--- config.mk ---
export PLATFORM = sky130hd
export DESIGN_NAME = timing_output_selector_5_to_8
export DESIGN_NICKNAME = d
export VERILOG_FILES = /design/src/rtl/tout_pkg.sv /design/src/rtl/axil_regs.sv /design/src/rtl/route_mux.sv /design/src/rtl/timing_output_selector_5_to_8.sv
export SDC_FILE = /design/constraint.sdc
export NUM_CORES = 1
export LEC_CHECK = 0
export ABC_AREA = 1
export BUFFER_PORTS_ARGS = -buffer_cell sky130_fd_sc_hd__buf_2
export CAP_MARGIN = 20
export CORE_MARGIN = 2
export CORE_UTILIZATION = 40
export DETAILED_ROUTE_END_ITERATION = 7
export PLACE_DENSITY_LB_ADDON = 0.05
export SETUP_SLACK_MARGIN = 0.3
export SYNTH_ARGS = -nofsm -noshare
export SYNTH_HDL_FRONTEND = slang
export SYNTH_SLANG_ARGS = --single-unit
--- constraint.sdc ---
create_clock -name aclk -period 1.6 [get_ports aclk]
set_clock_uncertainty 0.2 [all_clocks]
set_input_delay 0 -clock aclk [delete_from_list [all_inputs] [get_ports aclk]]
set_output_delay 0 -clock aclk [all_outputs]
set_load 0.005 [all_outputs]
--- src/rtl/tout_pkg.sv ---
// Package with register map, field layout and selection codes.
package tout_pkg;

  localparam int unsigned NUM_OUTPUTS = 4;
  localparam int unsigned SEL_W       = 4;
  localparam int unsigned NUM_SRC     = 16;

  // Printed register indices; byte address is four times the index.
  localparam logic [7:0] IDX_OUT5_ROUTE = 8'h47;
  localparam logic [7:0] IDX_OUT6_ROUTE = 8'h48;
  localparam logic [7:0] IDX_OUT7_ROUTE = 8'h49;
  localparam logic [7:0] IDX_OUT8_ROUTE = 8'h4a;
  localparam int unsigned ADDR_W      = 10;

  // Field layout of each route register.
  localparam int unsigned SEL_LSB     = 0;
  localparam int unsigned DRIVE_BIT   = 4;
  localparam int unsigned REG_W       = 16;

  // Selection codes.
  localparam logic [3:0] SEL_OFF      = 4'h0;
  localparam logic [3:0] SEL_HSYNC    = 4'h1;
  localparam logic [3:0] SEL_HBLANK   = 4'h2;
  localparam logic [3:0] SEL_VSYNC    = 4'h3;
  localparam logic [3:0] SEL_VBLANK   = 4'h4;
  localparam logic [3:0] SEL_FSYNC    = 4'h5;
  localparam logic [3:0] SEL_FDIGITAL = 4'h6;
  localparam logic [3:0] SEL_TENFIELD = 4'h7;
  localparam logic [3:0] SEL_ACTIVE   = 4'h8;

  // Reset values of the four route registers.
  localparam logic [15:0] RST_OUT5 = 16'h0005;
  localparam logic [15:0] RST_OUT6 = 16'h0006;
  localparam logic [15:0] RST_OUT7 = 16'h0007;
  localparam logic [15:0] RST_OUT8 = 16'h0008;

  localparam logic [1:0] RESP_OKAY   = 2'b00;
  localparam logic [1:0] RESP_SLVERR = 2'b10;

  // Route setting of one output.
  typedef struct packed {
    logic       drive_high;
    logic [3:0] sel;
  } route_cfg_t;

  // Timing sources offered to the selectors.
  typedef struct packed {
    logic [3:0] user_defined;
    logic       active_video_window;
    logic       ten_field_ident;
    logic       field_digital;
    logic       field_sync;
    logic       vert_blank;
    logic       vert_sync;
    logic       horz_blank;
    logic       horz_sync;
  } timing_src_t;

endpackage : tout_pkg
--- src/rtl/axil_regs.sv ---
// AXI4-Lite slave holding the four output route registers.
`timescale 1ns/10ps
module axil_regs
  import tout_pkg::*;
(
  // Clock and reset.
  input  wire logic               aclk,
  input  wire logic               aresetn,
  // Write channels.
  input  wire logic [9:0]         awaddr,
  input  wire logic               awvalid,
  output logic                    awready,
  input  wire logic [31:0]        wdata,
  input  wire logic [3:0]         wstrb,
  input  wire logic               wvalid,
  output logic                    wready,
  output logic [1:0]              bresp,
  output logic                    bvalid,
  input  wire logic               bready,
  // Read channels.
  input  wire logic [9:0]         araddr,
  input  wire logic               arvalid,
  output logic                    arready,
  output logic [31:0]             rdata,
  output logic [1:0]              rresp,
  output logic                    rvalid,
  input  wire logic               rready,
  // Register contents.
  output logic [4*16-1:0]         regs_flat
);
  import tout_pkg::*;

  localparam logic [15:0] RST_VAL [4] = '{RST_OUT5, RST_OUT6, RST_OUT7,
                                          RST_OUT8};
  localparam logic [7:0]  IDX_VAL [4] = '{IDX_OUT5_ROUTE, IDX_OUT6_ROUTE,
                                          IDX_OUT7_ROUTE, IDX_OUT8_ROUTE};

  logic [15:0] regs_r [4];
  logic [9:0]  awaddr_r;
  logic        aw_held_r;
  logic [31:0] wdata_r;
  logic [3:0]  wstrb_r;
  logic        w_held_r;

  //////////////////////////////////////////////////////////////////////////
  // Write path: address and data are latched in either order.
  wire       aw_take = awvalid & awready;
  wire       w_take  = wvalid & wready;
  wire       do_wr   = aw_held_r & w_held_r & ~bvalid;
  wire [7:0] wr_idx  = awaddr_r[9:2];
  logic [3:0] wr_hit;
  logic [3:0] rd_hit;
  wire [7:0] rd_idx  = araddr[9:2];

  assign awready = ~aw_held_r & ~bvalid;
  assign wready  = ~w_held_r & ~bvalid;

  always_ff @(posedge aclk) begin
    if (!aresetn) begin
      aw_held_r <= 1'b0;
      w_held_r  <= 1'b0;
      bvalid    <= 1'b0;
      bresp     <= RESP_OKAY;
      awaddr_r  <= '0;
      wdata_r   <= '0;
      wstrb_r   <= '0;
    end else begin
      if (aw_take) begin
        aw_held_r <= 1'b1;
        awaddr_r  <= awaddr;
      end
      if (w_take) begin
        w_held_r <= 1'b1;
        wdata_r  <= wdata;
        wstrb_r  <= wstrb;
      end
      if (do_wr) begin
        aw_held_r <= 1'b0;
        w_held_r  <= 1'b0;
        bvalid    <= 1'b1;
        bresp     <= (|wr_hit) ? RESP_OKAY : RESP_SLVERR;
      end else if (bvalid && bready) begin
        bvalid <= 1'b0;
      end
    end
  end

  //////////////////////////////////////////////////////////////////////////
  // Register storage; reserved bits 15-5 are kept at zero.
  genvar gi;
  generate
    for (gi = 0; gi < 4; gi++) begin : g_reg
      assign wr_hit[gi] = (wr_idx == IDX_VAL[gi]);
      assign rd_hit[gi] = (rd_idx == IDX_VAL[gi]);
      assign regs_flat[gi*16 +: 16] = regs_r[gi];
      always_ff @(posedge aclk) begin
        if (!aresetn) begin
          regs_r[gi] <= RST_VAL[gi];
        end else if (do_wr && wr_hit[gi] && wstrb_r[0]) begin
          regs_r[gi] <= {11'h000, wdata_r[4:0]};
        end
      end
    end
  endgenerate

  //////////////////////////////////////////////////////////////////////////
  // Read path: one-cycle answer, unmapped addresses give SLVERR.
  assign arready = ~rvalid;

  always_ff @(posedge aclk) begin
    if (!aresetn) begin
      rvalid <= 1'b0;
      rdata  <= '0;
      rresp  <= RESP_OKAY;
    end else if (arvalid && arready) begin
      rvalid <= 1'b1;
      rresp  <= (|rd_hit) ? RESP_OKAY : RESP_SLVERR;
      rdata  <= rd_hit[0] ? {16'h0000, regs_r[0]} :
                rd_hit[1] ? {16'h0000, regs_r[1]} :
                rd_hit[2] ? {16'h0000, regs_r[2]} :
                rd_hit[3] ? {16'h0000, regs_r[3]} : 32'h0000_0000;
    end else if (rvalid && rready) begin
      rvalid <= 1'b0;
    end
  end

endmodule // axil_regs

--- src/rtl/route_mux.sv ---
// One timing-output selector: picks a source and passes drive strength.
`timescale 1ns/10ps
module route_mux
  import tout_pkg::*;
(
  // Configuration and sources.
  input  wire tout_pkg::route_cfg_t  cfg,
  input  wire logic [15:0]           src_vec,
  // Pin side.
  output logic                       pin_out,
  output logic                       pin_drive_high
);

  // Combinational, so a new selection shows at once.
  assign pin_out        = src_vec[cfg.sel];
  assign pin_drive_high = cfg.drive_high;

endmodule // route_mux

--- src/rtl/timing_output_selector_5_to_8.sv ---
// Top: route registers and pin selectors for timing outputs five to eight.
`timescale 1ns/10ps
module timing_output_selector_5_to_8
  import tout_pkg::*;
#(
  parameter int unsigned N_OUT = tout_pkg::NUM_OUTPUTS
)
(
  // Clock and reset.
  input  wire logic                aclk,
  input  wire logic                aresetn,
  // AXI4-Lite write address and data.
  input  wire logic [9:0]          s_axi_awaddr,
  input  wire logic                s_axi_awvalid,
  output logic                     s_axi_awready,
  input  wire logic [31:0]         s_axi_wdata,
  input  wire logic [3:0]          s_axi_wstrb,
  input  wire logic                s_axi_wvalid,
  output logic                     s_axi_wready,
  // AXI4-Lite write response.
  output logic [1:0]               s_axi_bresp,
  output logic                     s_axi_bvalid,
  input  wire logic                s_axi_bready,
  // AXI4-Lite read.
  input  wire logic [9:0]          s_axi_araddr,
  input  wire logic                s_axi_arvalid,
  output logic                     s_axi_arready,
  output logic [31:0]              s_axi_rdata,
  output logic [1:0]               s_axi_rresp,
  output logic                     s_axi_rvalid,
  input  wire logic                s_axi_rready,
  // Timing sources from the internal generator.
  input  wire tout_pkg::timing_src_t timing_src,
  // Timing output pins five to eight, index 0 is output five.
  output logic [3:0]               timing_out,
  output logic [3:0]               timing_drive_high
);
  import tout_pkg::*;

  if (N_OUT != NUM_OUTPUTS) begin : g_bad_n
    $error("N_OUT must equal four");
  end

  logic [4*16-1:0] regs_flat;
  logic [15:0]     src_vec;

  //////////////////////////////////////////////////////////////////////////
  // Register file.
  axil_regs u_regs (
    .aclk      (aclk),
    .aresetn   (aresetn),
    .awaddr    (s_axi_awaddr),
    .awvalid   (s_axi_awvalid),
    .awready   (s_axi_awready),
    .wdata     (s_axi_wdata),
    .wstrb     (s_axi_wstrb),
    .wvalid    (s_axi_wvalid),
    .wready    (s_axi_wready),
    .bresp     (s_axi_bresp),
    .bvalid    (s_axi_bvalid),
    .bready    (s_axi_bready),
    .araddr    (s_axi_araddr),
    .arvalid   (s_axi_arvalid),
    .arready   (s_axi_arready),
    .rdata     (s_axi_rdata),
    .rresp     (s_axi_rresp),
    .rvalid    (s_axi_rvalid),
    .rready    (s_axi_rready),
    .regs_flat (regs_flat)
  );

  //////////////////////////////////////////////////////////////////////////
  // Source table: codes 0, 9 and above 13 drive low.
  assign src_vec[SEL_OFF]      = 1'b0;
  assign src_vec[SEL_HSYNC]    = timing_src.horz_sync;
  assign src_vec[SEL_HBLANK]   = timing_src.horz_blank;
  assign src_vec[SEL_VSYNC]    = timing_src.vert_sync;
  assign src_vec[SEL_VBLANK]   = timing_src.vert_blank;
  assign src_vec[SEL_FSYNC]    = timing_src.field_sync;
  assign src_vec[SEL_FDIGITAL] = timing_src.field_digital;
  assign src_vec[SEL_TENFIELD] = timing_src.ten_field_ident;
  assign src_vec[SEL_ACTIVE]   = timing_src.active_video_window;
  assign src_vec[9]            = 1'b0;
  assign src_vec[13:10]        = timing_src.user_defined;
  assign src_vec[15:14]        = 2'b00;

  //////////////////////////////////////////////////////////////////////////
  // One selector per output.
  genvar gi;
  generate
    for (gi = 0; gi < 4; gi++) begin : g_out
      route_cfg_t cfg;
      assign cfg.sel        = regs_flat[gi*16 + SEL_LSB +: SEL_W];
      assign cfg.drive_high = regs_flat[gi*16 + DRIVE_BIT];
      route_mux u_mux (
        .cfg            (cfg),
        .src_vec        (src_vec),
        .pin_out        (timing_out[gi]),
        .pin_drive_high (timing_drive_high[gi])
      );
    end
  endgenerate

endmodule // timing_output_selector_5_to_8

==> impl_metrics.yaml, run 1 <==
floorplan:
  initial_core_util_pct: 42.0
  dieArea_sq_um: 7420
  core_area_sq_um: 6420
  row_count: 29
  num_io_pins: 124
  die_h_um: 86.1
  die_x_um: 86.1
grt:
  grt_pass1_wl_um: 11500
  grt_max_degree: 23
  grt_pass1_vias: 2351
  grt_antenna_before_repair: 0
  overflow: 0
  track_usage_pct: 19.6
sta:
  drv_slew: 0
  relSlewSlack_pct: 66.7
  rsz0062_at_grt: "yes"
  timing.final.crit_share_pct: 105
  finalSetupViolCount: 9
  finalWorstPathRequiredPeriod_ps: 1680
  tightest_slew_ps: 497
  setup_slack_ps: -82.7
  holdWs_ps: 97.3
  hold_viol: 0
  setup_tns_ps: -289
  clock.fmax_mhz: 594
worst_hold_path:
  min-delay-start: "s_axi_araddr[2]"
  holdPathEnd: "u_regs.rdata[1]"
  min_path_cells: 7
  hold_path.class: "input port to register"
setup_path:
  critPathKind: "register to output pin"
  r2r_setup_slack_ps: -10
  cp.required_ps: 1400
  critPathSlowestCell: "edfxtp_1"
  slowest_delay_ps: 450
  critPathLaunchType: "register"
  cp_max_fo: 4
  path_cells: "inv_1 > nand3_1 > a21oi_2 > a21oi_2 > o21ai_1 > buf_2"
  cp_common_cell: "a21oi_2"
  rr_worst_depth: 5
  r2r_start: "u_regs.awaddr_r[9]"
  r2r-end: "u_regs.regs_r[1][0]"
  cp-end-kind: "output pin"
  crit_arrival_ps: 1480
finish:
  nFillCells: 571
  final-seq-area_sq_um: 1110
  multi_input_comb_area_sq_um: 1560
  nets: 553
  n_antenna_cell: 0
  drive_gt1_share_pct: 41.3
  area_growth_pct: 46.1
  postLayoutCellArea_sq_um: 3940
placement:
  io_buffers: 60
  dp_hpwl_um: 4870
  placed_cell_area_sq_um: 2990
  place.gp.congestion: 0.814
clock_network:
  clk_pin_slew_ps: 90
  cts_tree: "built"
  clkLatencyLatePin_ps: 300
  cts-root-buf: "clkbuf_8"
  numClockSinks: 45
  cts.path.max_buffers: 2
  htree_levels: 2
  cts_buffers: 5
logic_synthesis:
  synthesis.area_sq_um: 2700
  synth_ff_type: "dfxtp_1"
  ys_warn_count: 0
  synth-seq-cells: 45
  synth_cell_types: 23
  avgSynthCellArea_sq_um: 7.41
  synth-seq-area-share_pct: 40.8
  syn_inst: 364
  synth-edff-count: 20
  async_flop_share_pct: 0
power_and_ir_drop:
  p_int_mw: 1.96
  p_per_area_nw_per_um2: 692
  power.switching_mw: 0.766
  swShare_pct: 28.1
  clock_power_share_pct: 31.4
  combPwrFrac_pct: 20.9
  power_mw: 2.73
  peakVddDrop_uv: 512
  sequentialPowerShare_pct: 47.7
  power.leakage_nw: 1.71
route:
  wl_per_cell_um: 13.3
  drtIter0Drc: 90
  drtAntennaViolNets: 0
  wirelength_um: 7410
  vias: 2715
  drcViolationCount: 0
  via_per_inst: 4.88
  dr.pass1.iters: 5
run_status:
  violations: "setup timing"
  status: "complete, but fails checks"
run:
  drv_cap: 0
metrics by stage:
step	util, %	setup WS, ps	std cells
floorplan	-	124	392
global placement	46.5	4.64	491
detailed placement	46.5	13.5	491
CTS	57.1	-65.7	547
global route	61.4	-199	556
finish	61.4	-82.7	556
power groups by stage:
stage | Combinational (mW) | Clock, mW | Sequential, mW
floorplan | 0.291 | 0 | 1.31
global placement | 0.357 | 0 | 1.32
detailed placement | 0.360 | 0 | 1.32
CTS | 0.474 | 0.862 | 1.30
global route | 0.627 | 0.910 | 1.31
finish | 0.570 | 0.856 | 1.30
metal layers:
metal  part of all wire, %  track usage [%]  vias to the layer above
met2                    48             32.8                       81
li1                      -                -                     1388
met5                     0                0                        -
met4                   1.2             4.33                        0
met3                   5.4             3.56                        7
met1                    45             26.5                     1239
sequential cells by signal, summed over array words and instances, names as in the netlist:
signal and cells:
u_regs.rvalid 1, u_regs.bresp 1, u_regs.awaddr_r 8, u_regs.rresp 1, u_regs.aw_held_r 1, u_regs.wstrb_r 1
u_regs.bvalid 1, u_regs.rdata 5, u_regs.w_held_r 1, u_regs.regs_r 20, u_regs.wdata_r 5
kinds of logic (layout without fill, tap and decap cells):
logic type      after synthesis  after routing  synth area share, %
other cells                   1             29                0.139
flops                        45             45                 40.8
compound gates               93             93                 17.9
buf+inv                      88            173                 17.6
simple gates                137            139                 23.6
timing repair:
action,4_1_cts,5_1_grt
buffers inserted,22,9
hold buffers,24,0
cloned,2,0
endpoints found under the setup margin,62,64
gates resized for setup,64,76
pin swaps,21,36
hold endpoints to repair,29,0
area by class of cell:
class / instances / area share (%)
timing repair buffer: 125 / 23.1
sequential: 45 / 28.2
inverter: 40 / 3.94
clock buffer: 5 / 1.75
multi-input combinational: 261 / 39.5
clock inverter: 3 / 1.02
tap: 77 / 2.44
cell usage after synthesis, types with 3 or more instances:
library cell / instances / share of area [%]
nor2_1: 36 / 5.0
o21ai_0: 37 / 6.9
edfxtp_1: 20 / 22
inv_1: 37 / 5.1
nand2_1: 54 / 7.5
clkbuf_1: 5 / 0.70
nor3_1: 3 / 0.56
buf_2: 5 / 0.93
o211ai_1: 4 / 1.1
inv_2: 3 / 0.42
nand3_1: 31 / 5.7
dfxtp_1: 25 / 19
nand4_1: 6 / 1.4
a21oi_1: 47 / 8.7
buf_4: 37 / 10
a31oi_1: 4 / 0.93
worst max-delay path by stage:
stage	cells after the start	slack, ps	end	startpoint
2_1_floorplan	9	120	u_regs.regs_r[0][0]	u_regs.awaddr_r[8]
3_3_place_gp	9	5	u_regs.regs_r[0][0]	u_regs.awaddr_r[8]
3_5_place_dp	9	10	u_regs.regs_r[0][0]	u_regs.awaddr_r[8]
4_1_cts	6	-70	timing_out[2]	u_regs.regs_r[2][0]
5_1_grt	6	-200	timing_out[2]	u_regs.regs_r[2][0]
6_report	6	-80	timing_out[2]	u_regs.regs_r[2][1]
layout by cell type (no fill, tap or decap), drive strengths merged:
cell type and n:
buf 101, nand2 58, a21oi 47, inv 41, nor2 38, o21ai 37, nand3 31, conb 29
dfxtp 25, dlygate4sd3 24, edfxtp 20, nand4 7, clkbuf 5, o211ai 4, a31oi 4, nor3 3
nor4 2, o21a 1, bufinv 1, clkinv 1
worst max-delay path, delay by kind of cell, from the launching register on:
family	cells	cell delay, ps
AO/OA/AOI/OAI	3	350
buffers and inverters	2	290
flip-flops	1	450
AND/OR/NAND/NOR	1	110
Note: power is estimated with default switching activity, not from simulation.
==> run 2: changes to the inputs <==
==> constraint.sdc (replaced) <==
create_clock -name aclk -period 1.51 [get_ports aclk]
set_clock_uncertainty 0.2 [all_clocks]
set_input_delay 0 -clock aclk [delete_from_list [all_inputs] [get_ports aclk]]
set_output_delay 0 -clock aclk [all_outputs]
set_load 0.005 [all_outputs]
==> run 2 against run 1 <==
The run still ends with setup timing left; wire length increased by 4.9%; count of clock-buffer cells in the layout increased by 1; register-to-register slack got worse by 110 ps; sequential power increased by 6%; combinational power increased by 19%; worst setup slack got worse by 71 ps; die area unchanged; critical path type unchanged.
==> impl_metrics.yaml, run 2 (synthesized netlist as in run 1, its figures left out) <==
run_status:
  status: "complete, but fails checks"
  violations: "setup timing"
placement:
  dp_cells: 495
  io_buffers: 60
  place.gp.congestion: 0.885
  placed_cell_area_sq_um: 3030
  dp_hpwl_um: 5040
  place_ws_ps: -79.8
finish:
  largest_reg_flops: 20
  mostFrequentLayoutCells: "buf_2 (58), nand2_1 (41), a21oi_1 (32)"
  utilization_pct: 63.4
  nets: 556
  postLayoutCellArea_sq_um: 4070
  final_cells: 559
  nFillCells: 575
  final_common_cell: "buf_2"
  n_antenna_cell: 0
  top_regs: "u_regs.regs_r: 20 flops, u_regs.awaddr_r: 8 flops"
  area_growth_pct: 50.9
  drive_gt1_share_pct: 44.4
  largest-register: "u_regs.regs_r"
route:
  dr.pass1.iters: 4
  drtAntennaViolNets: 0
  via_per_inst: 4.96
  drtIter0Drc: 124
  wirelength_um: 7780
  vias: 2774
  drcViolationCount: 0
  wl_per_cell_um: 13.9
floorplan:
  num_io_pins: 124
  dieArea_sq_um: 7420
  core_area_sq_um: 6420
  die_x_um: 86.1
  row_count: 29
  die_h_um: 86.1
  initial_core_util_pct: 42.0
power_and_ir_drop:
  power.leakage_nw: 1.77
  power_mw: 2.95
  power.switching_mw: 0.830
  combPwrFrac_pct: 23.0
  swShare_pct: 28.1
  p_per_area_nw_per_um2: 725
  peakVddDrop_uv: 575
  sequentialPowerShare_pct: 46.8
  clock_power_share_pct: 30.2
  p_int_mw: 2.12
clock_network:
  cts_tree: "built"
  clk_pin_slew_ps: 80
  clkLatencyLatePin_ps: 300
  htree_levels: 2
  cts_buffers: 5
  cts.path.max_buffers: 2
  numClockSinks: 45
  cts-root-buf: "clkbuf_8"
setup_path:
  crit_arrival_ps: 1460
  cp-end-kind: "output pin"
  cp.required_ps: 1310
  critPathKind: "register to output pin"
  cp_max_fo: 2
  critPathLaunchType: "register"
sta:
  finalSetupViolCount: 38
  setup_slack_ps: -154
  timing.final.crit_share_pct: 110
  hold_viol: 0
  rsz0062_at_grt: "yes"
  finalWorstPathRequiredPeriod_ps: 1660
  drv_slew: 0
  clock.fmax_mhz: 601
grt:
  grt_pass1_wl_um: 12000
  grt_max_degree: 23
  grt_antenna_before_repair: 0
  track_usage_pct: 20.6
  overflow: 0
  grt_pass1_vias: 2538
worst_hold_path:
  hold_path.class: "input port to register"
run:
  drv_cap: 0
==> run 2: cell count changes in the layout (fill, tap and decap cells not counted), moves of 2 or more <==
cell,before,now
buf_12,0,2
buf_2,60,58
buf_6,17,22
dfxtp_2,6,8
dlygate4sd3_1,24,22
nand2_1,43,41
nand2_2,4,6
nor2_1,23,19
nor2_4,6,10
o21ai_1,19,16
o21ai_2,12,15
==> run 2: worst max-delay path, cell delays in order (launching register included) <==
cell	delay [ps]
edfxtp_1	420
buf_4	160
o211ai_1	180
a21oi_1	90
a21oi_1	140
o21ai_1	70
buf_2	120
==> run 2: cell type report <==
class | count | area, sq um | share of cell area, %
Tap cell | 77 | 96.3 | 2.37
Multi-Input combinational cell | 261 | 1620 | 39.8
Clock buffer | 6 | 72.6 | 1.78
Inverter | 40 | 155 | 3.81
Clock inverter | 2 | 35.0 | 0.860
Sequential cell | 45 | 1110 | 27.3
Timing Repair Buffer | 128 | 983 | 24.1
==> run 2: layer usage <==
metal	up-vias	track usage [%]	wire (um)
li1	1401	-	-
met1	1273	26.4	3270
met2	81	35.4	3960
met3	19	3.18	339
met4	0	6.35	208
met5	-	0	0
==> run 2: what timing repair did <==
action,4_1_cts,5_1_grt
buffers inserted,22,8
endpoints found under the setup margin,65,68
hold buffers,23,0
cloned,3,0
resized for setup,76,67
pin swaps,39,34
endpoints found under the hold margin,34,0
==> run 2: final timing paths <==
kind	from	endpoint	slack, ps	cells after the start
worst max-delay path	u_regs.regs_r[2][0]	timing_out[2]	-150	6
worst min-delay path	s_axi_araddr[2]	u_regs.rdata[4]	90	7
worst max register to register	u_regs.awaddr_r[8]	u_regs.regs_r[1][1]	-120	7
worst min register to register	u_regs.rdata[3]	u_regs.rdata[3]	270	2
==> run 2: metrics by stage <==
step | hold WS (ps) | TNS, ps
finish | 94.5 | -2680
global placement | 54.4 | -819
CTS | 81.9 | -2400
detailed placement | 60.5 | -1460
global route | 148 | -5690
floorplan | -55.3 | 0
==> run 2: power by group through the flow <==
stage / combinational (mW) / clock (mW) / sequential, mW
6_report: 0.679 / 0.891 / 1.38
5_1_grt: 0.744 / 0.959 / 1.39
4_1_cts: 0.589 / 0.907 / 1.37
3_5_place_dp: 0.410 / 0 / 1.40
3_3_place_gp: 0.406 / 0 / 1.40
2_1_floorplan: 0.313 / 0 / 1.39
